## src/shared/lfs_defines.svh

```systemverilog
// register offsets, field positions, reset values and timing counts of laser fault control
`ifndef LFS_DEFINES_SVH
`define LFS_DEFINES_SVH

// ----------------------------------------------------------------------
// register byte offsets
// ----------------------------------------------------------------------
`define LFS_OFS_CTRL 8'h00
`define LFS_OFS_CFG_A 8'h04
`define LFS_OFS_CFG_B 8'h08
`define LFS_OFS_STATUS 8'h0c
`define LFS_OFS_INT_STAT 8'h10
`define LFS_OFS_INT_MASK 8'h14

// ----------------------------------------------------------------------
// field positions
// ----------------------------------------------------------------------
`define LFS_CTRL_SHUTTER 0
`define LFS_CTRL_FAULT_CLR 1
`define LFS_ST_FAULT 0
`define LFS_ST_TEST_BUSY 1
`define LFS_ST_TEST_FAIL 2
`define LFS_ST_POWER_DOWN 3
`define LFS_ST_DRIVE_ON 4
`define LFS_INT_FAULT 0
`define LFS_INT_TEST_DONE 1
`define LFS_INT_TEST_FAIL 2

// ----------------------------------------------------------------------
// reset values
// ----------------------------------------------------------------------
`define LFS_RST_SHUTTER 1'b1
`define LFS_RST_CFG_A 8'h00
`define LFS_RST_CFG_B 8'h00
`define LFS_RST_INT_MASK 3'h0

// ----------------------------------------------------------------------
// timing: self-test phase settle time at a 5 ns clock
// ----------------------------------------------------------------------
`define LFS_CLK_PERIOD_PS 5000
`define LFS_TEST_PHASE_NS 1000
`define LFS_TEST_PHASE_CYC (((`LFS_TEST_PHASE_NS * 1000) + `LFS_CLK_PERIOD_PS - 1) / `LFS_CLK_PERIOD_PS)

`endif

```

## src/shared/lfs_pkg.sv

```systemverilog
// types of the laser fault safety control
package lfs_pkg;

    // comparator outputs of the analog pin monitors
    typedef struct packed {
        logic rbin_low; // binning pin pulled near ground
        logic lco_low;  // laser current pin near ground
        logic lco_high; // laser current pin near supply
    } lfs_sense_type;

    // stimulus applied to the laser current pin during self-test
    typedef struct packed {
        logic pull_up;
        logic pull_down;
        logic inject;
    } lfs_test_drive_type;

    typedef enum logic [2:0] {
        LFS_T_IDLE = 3'b000,
        LFS_T_GND = 3'b001,
        LFS_T_SUP = 3'b010,
        LFS_T_DET = 3'b011
    } lfs_test_state_type;

endpackage : lfs_pkg

```

## src/lfs_laser_safety.sv

```systemverilog
// laser fault safety control: pin monitors, self-test, drive gating, registers
// How it works
// - with no fault the supply enable output is held low
// - a detected fault drives the supply enable output high
// - a detected fault also switches off the internal laser current source
// - a short to ground on binning or laser current pin is a fault
// - the binning pin is watched every clock; the laser current pin except during self-test and for two cycles after
// - every write to power config a starts the laser pin self-test
// - constant mode keeps laser on unless power-down input is low, a fault is latched or the self-test runs
// - shutter mode drives only in illumination window; a control bit selects
module lfs_laser_safety (
    input wire logic ref_clk,
    input wire logic reset,
    input wire logic [7:0] reg_addr,
    input wire logic [31:0] reg_wdata,
    input wire logic reg_wr,
    input wire logic reg_rd,
    output logic [31:0] reg_rdata,
    input wire lfs_pkg::lfs_sense_type sense,
    input wire logic power_down_n,
    input wire logic illum_window,
    output logic laser_supply_enable_n,
    output logic laser_drive_en,
    output logic [7:0] laser_power_cfg_a,
    output logic [7:0] laser_power_cfg_b,
    output lfs_pkg::lfs_test_drive_type test_drive,
    output logic irq
);
    `include "lfs_defines.svh"

    localparam logic [7:0] PHASE_LAST = 8'(`LFS_TEST_PHASE_CYC - 1);

    // ------------------------------------------------------------------
    // pin synchronisation
    // ------------------------------------------------------------------
    logic [3:0] pins_s;
    lfs_pkg::lfs_sense_type sense_s;
    logic power_down_n_s;

    lfs_sync #(.WIDTH(4)) u_sync (
        .ref_clk(ref_clk),
        .reset(reset),
        .async_in({sense, power_down_n}),
        .sync_out(pins_s)
    );

    assign sense_s = pins_s[3:1];
    assign power_down_n_s = pins_s[0];

    // ------------------------------------------------------------------
    // bus decode
    // ------------------------------------------------------------------
    function automatic logic hit(input logic [7:0] addr, input logic [7:0] ofs);
        hit = (addr == ofs);
    endfunction : hit

    logic wr_ctrl;
    logic wr_cfg_a;
    logic wr_cfg_b;
    logic wr_int_stat;
    logic wr_int_mask;

    // write strobes per register
    assign wr_ctrl = reg_wr && hit(reg_addr, `LFS_OFS_CTRL);
    assign wr_cfg_a = reg_wr && hit(reg_addr, `LFS_OFS_CFG_A);
    assign wr_cfg_b = reg_wr && hit(reg_addr, `LFS_OFS_CFG_B);
    assign wr_int_stat = reg_wr && hit(reg_addr, `LFS_OFS_INT_STAT);
    assign wr_int_mask = reg_wr && hit(reg_addr, `LFS_OFS_INT_MASK);

    // ------------------------------------------------------------------
    // self-test sequencer
    // ------------------------------------------------------------------
    lfs_pkg::lfs_test_state_type tst_q;
    lfs_pkg::lfs_test_state_type tst_d;
    logic [7:0] tcnt_q;
    logic [7:0] tcnt_d;
    logic test_done;
    logic test_fail;

    // each phase settles for a fixed time, then its comparator is judged
    always_comb begin
        tst_d = tst_q;
        tcnt_d = tcnt_q + 8'h01;
        test_done = 1'b0;
        test_fail = 1'b0;
        unique case (tst_q)
            lfs_pkg::LFS_T_IDLE: begin
                tcnt_d = 8'h00;
            end
            lfs_pkg::LFS_T_GND: begin
                if (tcnt_q == PHASE_LAST) begin
                    tcnt_d = 8'h00;
                    if (sense_s.lco_low) begin // short to ground
                        test_fail = 1'b1;
                        test_done = 1'b1;
                        tst_d = lfs_pkg::LFS_T_IDLE;
                    end else begin
                        tst_d = lfs_pkg::LFS_T_SUP;
                    end
                end
            end
            lfs_pkg::LFS_T_SUP: begin
                if (tcnt_q == PHASE_LAST) begin
                    tcnt_d = 8'h00;
                    if (sense_s.lco_high) begin // short to supply
                        test_fail = 1'b1;
                        test_done = 1'b1;
                        tst_d = lfs_pkg::LFS_T_IDLE;
                    end else begin
                        tst_d = lfs_pkg::LFS_T_DET;
                    end
                end
            end
            lfs_pkg::LFS_T_DET: begin
                if (tcnt_q == PHASE_LAST) begin
                    tcnt_d = 8'h00;
                    test_fail = !sense_s.lco_low; // detector must see injection
                    test_done = 1'b1;
                    tst_d = lfs_pkg::LFS_T_IDLE;
                end
            end
            default: begin
                tcnt_d = 8'h00;
                tst_d = lfs_pkg::LFS_T_IDLE;
            end
        endcase
        if (wr_cfg_a) begin // any config a write (re)starts the test
            tst_d = lfs_pkg::LFS_T_GND;
            tcnt_d = 8'h00;
            test_done = 1'b0;
            test_fail = 1'b0;
        end
    end

    // registers the sequencer
    always_ff @(posedge ref_clk) begin
        if (reset) begin
            tst_q <= lfs_pkg::LFS_T_IDLE;
            tcnt_q <= 8'h00;
        end else begin
            tst_q <= tst_d;
            tcnt_q <= tcnt_d;
        end
    end

    logic testing;
    assign testing = (tst_q != lfs_pkg::LFS_T_IDLE);

    // pin stimulus per phase
    assign test_drive.pull_up = (tst_q == lfs_pkg::LFS_T_GND);
    assign test_drive.pull_down = (tst_q == lfs_pkg::LFS_T_SUP);
    assign test_drive.inject = (tst_q == lfs_pkg::LFS_T_DET);

    // ------------------------------------------------------------------
    // fault latch, control and interrupt registers
    // ------------------------------------------------------------------
    logic fault_q;
    logic fault_d;
    logic shutter_q;
    logic shutter_d;
    logic fail_q;
    logic fail_d;
    logic [7:0] cfg_a_q;
    logic [7:0] cfg_a_d;
    logic [7:0] cfg_b_q;
    logic [7:0] cfg_b_d;
    logic [2:0] int_stat_q;
    logic [2:0] int_stat_d;
    logic [2:0] int_mask_q;
    logic [2:0] int_mask_d;
    logic [31:0] rdata_q;
    logic [31:0] rdata_d;
    logic pin_fault;
    logic fault_set;
    logic [2:0] events;
    logic drive_on;
    logic [1:0] tail_q;
    logic [1:0] tail_d;
    logic lco_blank;

    // lco stimulus is ours during test, so only rbin is judged then;
    // the synchroniser still carries the last injection for two cycles after
    assign lco_blank = testing || (|tail_q);
    assign pin_fault = sense_s.rbin_low || (sense_s.lco_low && !lco_blank);
    assign fault_set = pin_fault || test_fail;
    assign events = {test_fail, test_done, fault_set && !fault_q};

    // both modes gate on power-down, fault and self-test; shutter also on the frame window
    assign drive_on = !fault_q && !testing && power_down_n_s
        && (!shutter_q || illum_window);

    always_comb begin
        fault_d = fault_q;
        tail_d = {tail_q[0], testing}; // blanking tail after the test ends
        if (wr_ctrl && reg_wdata[`LFS_CTRL_FAULT_CLR]) begin
            fault_d = 1'b0;
        end
        if (fault_set) begin // set wins over clear
            fault_d = 1'b1;
        end
        shutter_d = wr_ctrl ? reg_wdata[`LFS_CTRL_SHUTTER] : shutter_q;
        cfg_a_d = wr_cfg_a ? reg_wdata[7:0] : cfg_a_q;
        cfg_b_d = wr_cfg_b ? reg_wdata[7:0] : cfg_b_q;
        fail_d = test_done ? test_fail : fail_q;
        int_mask_d = wr_int_mask ? reg_wdata[2:0] : int_mask_q;
        int_stat_d = int_stat_q;
        if (wr_int_stat) begin
            int_stat_d = int_stat_q & ~reg_wdata[2:0];
        end
        int_stat_d = int_stat_d | events;
        rdata_d = 32'h0000_0000;
        if (reg_rd) begin
            unique case (reg_addr)
                `LFS_OFS_CTRL: rdata_d[`LFS_CTRL_SHUTTER] = shutter_q;
                `LFS_OFS_CFG_A: rdata_d[7:0] = cfg_a_q;
                `LFS_OFS_CFG_B: rdata_d[7:0] = cfg_b_q;
                `LFS_OFS_STATUS: begin
                    rdata_d[`LFS_ST_FAULT] = fault_q;
                    rdata_d[`LFS_ST_TEST_BUSY] = testing;
                    rdata_d[`LFS_ST_TEST_FAIL] = fail_q;
                    rdata_d[`LFS_ST_POWER_DOWN] = !power_down_n_s;
                    rdata_d[`LFS_ST_DRIVE_ON] = laser_drive_en;
                end
                `LFS_OFS_INT_STAT: rdata_d[2:0] = int_stat_q;
                `LFS_OFS_INT_MASK: rdata_d[2:0] = int_mask_q;
                default: rdata_d = 32'h0000_0000;
            endcase
        end
    end

    // registers the control state
    always_ff @(posedge ref_clk) begin
        if (reset) begin
            fault_q <= 1'b0;
            tail_q <= 2'h0;
            shutter_q <= `LFS_RST_SHUTTER;
            fail_q <= 1'b0;
            cfg_a_q <= `LFS_RST_CFG_A;
            cfg_b_q <= `LFS_RST_CFG_B;
            int_stat_q <= 3'h0;
            int_mask_q <= `LFS_RST_INT_MASK;
            rdata_q <= 32'h0000_0000;
        end else begin
            fault_q <= fault_d;
            tail_q <= tail_d;
            shutter_q <= shutter_d;
            fail_q <= fail_d;
            cfg_a_q <= cfg_a_d;
            cfg_b_q <= cfg_b_d;
            int_stat_q <= int_stat_d;
            int_mask_q <= int_mask_d;
            rdata_q <= rdata_d;
        end
    end

    // ------------------------------------------------------------------
    // outputs
    // ------------------------------------------------------------------
    assign laser_supply_enable_n = fault_q; // low when healthy
    assign laser_drive_en = drive_on; // source off on fault
    assign laser_power_cfg_a = cfg_a_q;
    assign laser_power_cfg_b = cfg_b_q;
    assign reg_rdata = rdata_q;
    assign irq = |(int_stat_q & int_mask_q);
endmodule : lfs_laser_safety

```

## src/lfs_sync.sv

```systemverilog
// two flip-flop synchroniser for a vector of pin levels
module lfs_sync #(
    parameter int WIDTH = 4
) (
    input wire logic ref_clk,
    input wire logic reset,
    input wire logic [WIDTH-1:0] async_in,
    output logic [WIDTH-1:0] sync_out
);

    logic [WIDTH-1:0] meta_q;
    logic [WIDTH-1:0] sync_q;

    // first stage is read only by the second stage
    always_ff @(posedge ref_clk) begin
        if (reset) begin
            meta_q <= '0;
            sync_q <= '0;
        end else begin
            meta_q <= async_in;
            sync_q <= meta_q;
        end
    end

    assign sync_out = sync_q;

endmodule : lfs_sync

```

## config.mk

```make
export PLATFORM = sky130hd
export DESIGN_NAME = lfs_laser_safety
export DESIGN_NICKNAME = d
export VERILOG_FILES = /design/src/shared/lfs_pkg.sv /design/src/lfs_laser_safety.sv /design/src/lfs_sync.sv
export VERILOG_INCLUDE_DIRS = /design/src /design/src/shared
export SDC_FILE = /design/constraint.sdc
export NUM_CORES = 1
export LEC_CHECK = 0
export BUFFER_PORTS_ARGS = -buffer_cell sky130_fd_sc_hd__buf_2
export CAP_MARGIN = 20
export CORE_MARGIN = 8
export CORE_UTILIZATION = 50
export CTS_BUF_LIST = sky130_fd_sc_hd__clkbuf_8
export DETAILED_ROUTE_END_ITERATION = 6
export GPL_TIMING_DRIVEN = 0
export PLACE_DENSITY = 0.82
export SYNTH_ARGS = -nofsm -noshare
export SYNTH_HDL_FRONTEND = slang
export SYNTH_SLANG_ARGS = --single-unit
```

## constraint.sdc

```tcl
create_clock -name ref_clk -period 2.1 [get_ports ref_clk]
set_clock_uncertainty 0.1 [all_clocks]
set_input_delay 0.42 -clock ref_clk [delete_from_list [all_inputs] [get_ports ref_clk]]
set_output_delay 0.42 -clock ref_clk [all_outputs]
set_load 0.1 [all_outputs]
```

==> results of run 1 <==
-- cells in the mapped netlist (all sizes together), types with 2 or more instances --
master  number  area (um2)
nand4        3       18.77
nor3         6       35.03
ha           6       75.07
a211oi       2       15.01
mux2i       15       150.1
a221oi       2       17.52
a22oi        4       30.03
or3          3       23.77
buf         28       211.4
nand2       22       82.58
inv          7       26.28
nor4         2       27.53
clkbuf       7       46.30
nand3       10       50.05
and3         6       37.54
a31oi        3       18.77
dfxtp       53        1061
or4b         2       20.02
o21ai       11       55.05
xor2         5       43.79
nor2        32       120.1
nand2b       3       18.77
a21oi       17       85.08
nor2b       14       87.58
-- cells by family (layout without fill, tap and decap cells) --
family / after synthesis / count (layout) / synth area share
adder cells (fa/ha/maj): 6 / 6 / 0.02951
AND/OR/NAND/NOR: 113 / 113 / 0.2400
buffers and inverters: 42 / 102 / 0.1117
other: 1 / 24 / 0.001474
XOR/XNOR: 6 / 6 / 0.02066
flip-flops: 53 / 53 / 0.4171
multiplexers: 16 / 16 / 0.06345
AO/OA/AOI/OAI: 47 / 47 / 0.1161
-- final timing paths --
check | endpoint | slack, ns | cells after the start
setup reg to reg | tcnt_q[5]$_SDFF_PP0_ | 0.11 | 5
hold / removal | u_sync.meta_q[3]$_SDFF_PP0_ | 0.21 | 2
setup / recovery | laser_drive_en | 0.1 | 5
hold reg to reg | u_sync.sync_out[1]$_SDFF_PP0_ | 0.35 | 1
-- power groups by stage --
stage / clock network (mW) / logic, mW / registers [mW]
final: 0.712 / 0.360 / 1.02
after global routing: 0.754 / 0.376 / 1.03
after CTS: 0.719 / 0.356 / 1.02
after detailed placement: 0 / 0.354 / 1.05
after global placement: 0 / 0.352 / 1.05
after floorplan: 0 / 0.290 / 1.06
-- metrics by stage --
step / setup TNS [ns] / utilization / hold slack, ns / instance area, um2 / setup slack [ns]
2_1_floorplan: -0.04855 / - / 0.3138 / 2649 / -0.04855
3_3_place_gp: -0.6883 / 0.5992 / 0.3166 / 3002 / -0.05963
3_5_place_dp: -1.003 / 0.5992 / 0.3302 / 3002 / -0.08822
4_1_cts: 0 / 0.6266 / 0.2081 / 3139 / 0.04421
5_1_grt: 0 / 0.6274 / 0.2075 / 3143 / 0.003300
6_report: 0 / 0.6274 / 0.2068 / 3143 / 0.09892
-- critical path: cells and delay by family (launching register included) --
| kind | cells | cell delay [ns] |
|---|---|---|
| DFF | 1 | 0.37 |
| buffers and inverters | 2 | 0.31 |
| and+or+nand+nor | 2 | 0.28 |
| adders and majority gates | 1 | 0.20 |
-- cells in the final DEF, fill, tap and decap left out, types with 4 or more instances in the layout --
cell,Yosys,layout
nor2_1,32,32
nor2b_1,14,14
buf_4,24,24
o21ai_0,11,11
clkbuf_8,2,7
nand2_1,22,22
buf_2,1,52
dfxtp_1,53,53
nand3_1,10,10
nor3_1,5,4
inv_1,7,5
a22oi_1,4,4
mux2i_1,15,15
xor2_1,5,5
a21oi_1,17,17
clkbuf_1,5,4
and3_1,6,6
conb_1,1,24
-- cell type report --
type,count,area [um2]
Tap cell,70,87.58
Clock inverter,3,46.29
Sequential cell,53,1061
Fill cell,443,1867
Buffer,34,254.0
Multi-Input combinational cell,212,1316
Timing Repair Buffer,53,282.8
Clock buffer,5,68.82
Inverter,7,26.28
-- state kept, by name (all words and copies together) (netlist names) --
| signal | cells |
|---|---|
| u_sync.sync_out | 4 |
| reg_rdata | 8 |
| tail_q | 2 |
| tcnt_q | 8 |
| fail_q | 1 |
| laser_supply_enable_n | 1 |
| int_mask_q | 3 |
| laser_power_cfg_b | 8 |
| shutter_q | 1 |
| laser_power_cfg_a | 8 |
| tst_q | 2 |
| int_stat_q | 3 |
| u_sync.meta_q | 4 |
-- routing by layer --
layer,global-route usage,vias to the layer above,wire length (um)
li1,-,1102,-
met3,0.04245,7,557
met5,0,-,0
met1,0.1825,1015,2573
met4,0.05469,0,69
met2,0.2720,88,3033
-- timing repair --
item	CTS	global route
pin swaps	0	0
setup endpoints to repair	1	7
gates resized for setup	5	4
==> flow_metrics.env, run 1 <==
export IMPL_dr_total_vias=2212
export IMPL_diodes=0
export IMPL_grt_max_degree=18
export IMPL_ctsLongestPathBuffers=2
export IMPL_crit_path_start="tst_q[0]$_SDFFE_PP0P_"
export IMPL_hp_start="sense[2]"
export IMPL_crit_type="reg -> out"
export IMPL_htree_levels=2
export IMPL_status="finished clean"
export IMPL_synth_edff_count=0
export IMPL_initial_core_util=0.5077
export IMPL_hold_class="in -> reg"
export IMPL_nets=421
export IMPL_grt_pass1_wl_mm=9.549
export IMPL_crit_fanout=8
export IMPL_drv_cap=0
export IMPL_hold_violations=0
export IMPL_power_internal_mw=1.456
export IMPL_vias_per_cell=5.062
export IMPL_cts_root_buf="clkbuf_8"
export IMPL_clock_latency_ns=0.32
export IMPL_switchingPower_uw=640.9
export IMPL_seqPwrFrac=0.488
export IMPL_async_reset_ff_frac=0
export IMPL_p_per_area_nw_per_um2=667.1
export IMPL_ir_drop_uv=490.0
export IMPL_p_sw_frac=0.3057
export IMPL_cp_arrival_ns=1.48
export IMPL_fmax_mhz=499.7
export IMPL_cts_tree="built"
export IMPL_area_delta_synth_final_pct=23.56
export IMPL_ys_seq_area_frac=0.4171
export IMPL_pwr_share_comb=0.172
export IMPL_cts_sinks=53
export IMPL_grt_overflow=0
export IMPL_post_cts_setup_buffer_count=0
export IMPL_hold_buffers=0
export IMPL_ys_warn_count=0
export IMPL_wl_mm=6.233
export IMPL_path_clk_slew_ns=0.10
export IMPL_post_dp_hpwl_mm=4.719
export IMPL_grt_usage=0.1580
export IMPL_synth_cell_types=53
export IMPL_drive_above_1_share=0.2834
export IMPL_grt_setup_unrepaired="false"
export IMPL_worstPathRequired_ns=1.58
export IMPL_p_total_mw=2.097
export IMPL_gp_congestion=0.8282
export IMPL_max_stage_delay_ns=0.37
export IMPL_grt_pass1_vias=2042
export IMPL_clkPwrFrac=0.340
export IMPL_fp_dieW_um=87.33
export IMPL_setup_viol=0
export IMPL_end_kind="output port"
export IMPL_rr_startpoint="tcnt_q[0]$_SDFF_PP0_"
export IMPL_fin_cells=437
export IMPL_wl_per_cell_um=14.26
export IMPL_drv_slew=0
export IMPL_drt_iter0_markers=115
export IMPL_crit_chain="inv_2, ha_4, nand2_1, nor3_4, buf_12"
export IMPL_synth_cells=284
export IMPL_synthFlopType="dfxtp_1"
export IMPL_crit_slowest_cell="dfxtp_1"
export IMPL_max_slew_margin=0.4223
export IMPL_antenna_found_initial=0
export IMPL_rows=26
export IMPL_period_needed_ns=2.001
export IMPL_dieArea_um2=7626
export IMPL_worst_pin_slew_ns=0.8600
export IMPL_ant_nets=0
export IMPL_p_leak_nw=1.356
export IMPL_core_area_um2=5010
export IMPL_ios=103
export IMPL_cp_start_kind="flop"
export IMPL_firstDrtPassIters=5
export IMPL_portBuffers=53
export IMPL_drc=0
export IMPL_cts_made_buffers=5
export IMPL_post_route_period_util=0.9529
export IMPL_synth_area_um2=2544
export IMPL_dp_cells=430
export IMPL_syn_avg_cell_area_um2=8.957
export IMPL_die_h_um=87.33
export IMPL_ys_seq_elements=53
(Power assumes the default switching activity.)
==> run 2, diff against run 1 <==
GPL_TIMING_DRIVEN = default   (was 0)
REMOVE_ABC_BUFFERS = 1   (was default)
==> run 2 against run 1 <==
Flip-flop and latch count did not move. Power decreased by 2.6%. Combinational power is 12% lower. Register-to-register slack improved by 0.05 ns. Via count shrank 1.6%. Fmax is 0.60% lower. Critical path type unchanged. Critical endpoint is now test_drive[2].
==> flow_metrics.env, run 2 (synthesized netlist as in run 1, its figures left out) <==
export IMPL_status="finished clean"
export IMPL_pwr_share_comb=0.156
export IMPL_area_delta_synth_final_pct=16.53
export IMPL_post_route_period_util=0.9587
export IMPL_drt_iter0_markers=129
export IMPL_cts_tree="built"
export IMPL_cp_arrival_ns=1.49
export IMPL_ir_drop_uv=356.2
export IMPL_fin_cells=415
export IMPL_rows=26
export IMPL_worstPathRequired_ns=1.58
export IMPL_p_per_area_nw_per_um2=688.9
export IMPL_ctsLongestPathBuffers=2
export IMPL_fmax_mhz=496.7
export IMPL_initial_core_util=0.5077
export IMPL_power_internal_mw=1.449
export IMPL_path_clk_slew_ns=0.09
export IMPL_post_dp_hpwl_mm=4.609
export IMPL_switchingPower_uw=593.2
export IMPL_p_total_mw=2.042
export IMPL_grt_util_met3=0.04623
export IMPL_ant_nets=0
export IMPL_p_leak_nw=1.261
export IMPL_drc=0
export IMPL_drv_slew=0
export IMPL_dp_slack_ns=0.07774
export IMPL_grt_pass1_wl_mm=9.577
export IMPL_grt_setup_unrepaired="false"
export IMPL_grt_usage=0.1576
export IMPL_seqPwrFrac=0.501
export IMPL_worst_slack_ns=0.08676
export IMPL_end_kind="output port"
export IMPL_period_needed_ns=2.013
export IMPL_drv_cap=0
export IMPL_finalSetupTns_ns=0
export IMPL_antenna_found_initial=0
export IMPL_worst_pin_slew_ns=0.5027
export IMPL_crit_type="reg -> out"
export IMPL_hold_class="in -> reg"
export IMPL_grt_overflow=0
export IMPL_clock_latency_ns=0.30
export IMPL_cts_made_buffers=5
export IMPL_setup_viol=0
export IMPL_p_sw_frac=0.2905
export IMPL_core_area_um2=5010
export IMPL_multi_input_area_um2=1292
export IMPL_die_h_um=87.33
export IMPL_drive_above_1_share=0.2377
export IMPL_clkPwrFrac=0.343
export IMPL_ios=103
export IMPL_dp_cells=407
export IMPL_cp_start_kind="flop"
export IMPL_gp_congestion=0.8597
export IMPL_grt_pass1_vias=2035
export IMPL_grt_util_met2=0.2775
export IMPL_post_cts_setup_buffer_count=0
export IMPL_portBuffers=54
export IMPL_final_cell_mix="dfxtp_1 (53), buf_2 (53), nor2_1 (32)"
export IMPL_firstDrtPassIters=5
export IMPL_cts_root_buf="clkbuf_8"
export IMPL_grt_util_met1=0.1784
export IMPL_max_slew_margin=0.6642
export IMPL_vias_per_cell=5.243
export IMPL_grt_busiest_layer="met2"
export IMPL_fillCellCount=480
export IMPL_seq_area_um2=1061
export IMPL_dr_total_vias=2176
export IMPL_fp_dieW_um=87.33
export IMPL_cts_sinks=53
export IMPL_wl_mm=6.025
export IMPL_nets=399
export IMPL_htree_levels=2
export IMPL_wl_per_cell_um=14.52
export IMPL_crit_fanout=5
export IMPL_diodes=0
export IMPL_hold_violations=0
export IMPL_dieArea_um2=7626
export IMPL_grt_max_degree=27
-- run 2: changes by cell type in the layout (fill, tap and decap cells not counted), sizes merged --
cell / change
clkbuf: -6
clkinvlp: -1
inv: +1
clkinv: -1
buf: -15
-- run 2: critical path, stage by stage, from the launching register on --
cell and delay [ns]:
dfxtp_1 0.36, inv_1 0.11, ha_1 0.26, buf_2 0.47
-- run 2: cell type report --
class	instances	area share
sequential	53	0.3580
clock inverter	2	0.01140
inverter	7	0.008865
clock buffer	6	0.02786
tap	70	0.02955
multi-input combinational	212	0.4360
timing repair buffer	65	0.1283
-- run 2: metal layers --
layer	vias to the layer above	share of wire	wire length [um]
met5	-	0	0
met4	0	0.012	75
met3	11	0.085	515
met2	86	0.49	2929
met1	1017	0.42	2504
li1	1062	-	-
-- run 2: stage by stage --
stage | hold WS (ns) | utilization | cell area (um2)
floorplan | 0.3138 | - | 2372
global placement | 0.3161 | 0.5669 | 2840
detailed placement | 0.3248 | 0.5669 | 2840
CTS | 0.2202 | 0.5902 | 2957
global route | 0.2171 | 0.5917 | 2964
finish | 0.2271 | 0.5917 | 2964
-- run 2: what timing repair did --
item	in CTS	in global routing
endpoints found under the hold margin	0	0
hold buffers	0	0
resized for setup	0	3
setup endpoints to repair	0	1
-- run 2: power groups by stage --
stage / clock network, mW / registers (mW) / logic (mW)
after floorplan: 0 / 1.06 / 0.231
after global placement: 0 / 1.05 / 0.312
after detailed placement: 0 / 1.05 / 0.315
after CTS: 0.722 / 1.02 / 0.315
final: 0.701 / 1.02 / 0.318
after global routing: 0.762 / 1.02 / 0.330
-- run 2: final timing paths --
| kind | start | to | slack (ns) | depth (start not counted) |
|---|---|---|---|---|
| hold reg to reg | u_sync.meta_q[3]$_SDFF_PP0_ | u_sync.sync_out[3]$_SDFF_PP0_ | 0.34 | 1 |
| hold / removal | sense[0] | u_sync.meta_q[1]$_SDFF_PP0_ | 0.23 | 2 |
| setup / recovery | tst_q[1]$_SDFFE_PP0P_ | test_drive[2] | 0.09 | 3 |
| setup reg to reg | tcnt_q[0]$_SDFF_PP0_ | tcnt_q[6]$_SDFF_PP0_ | 0.16 | 5 |
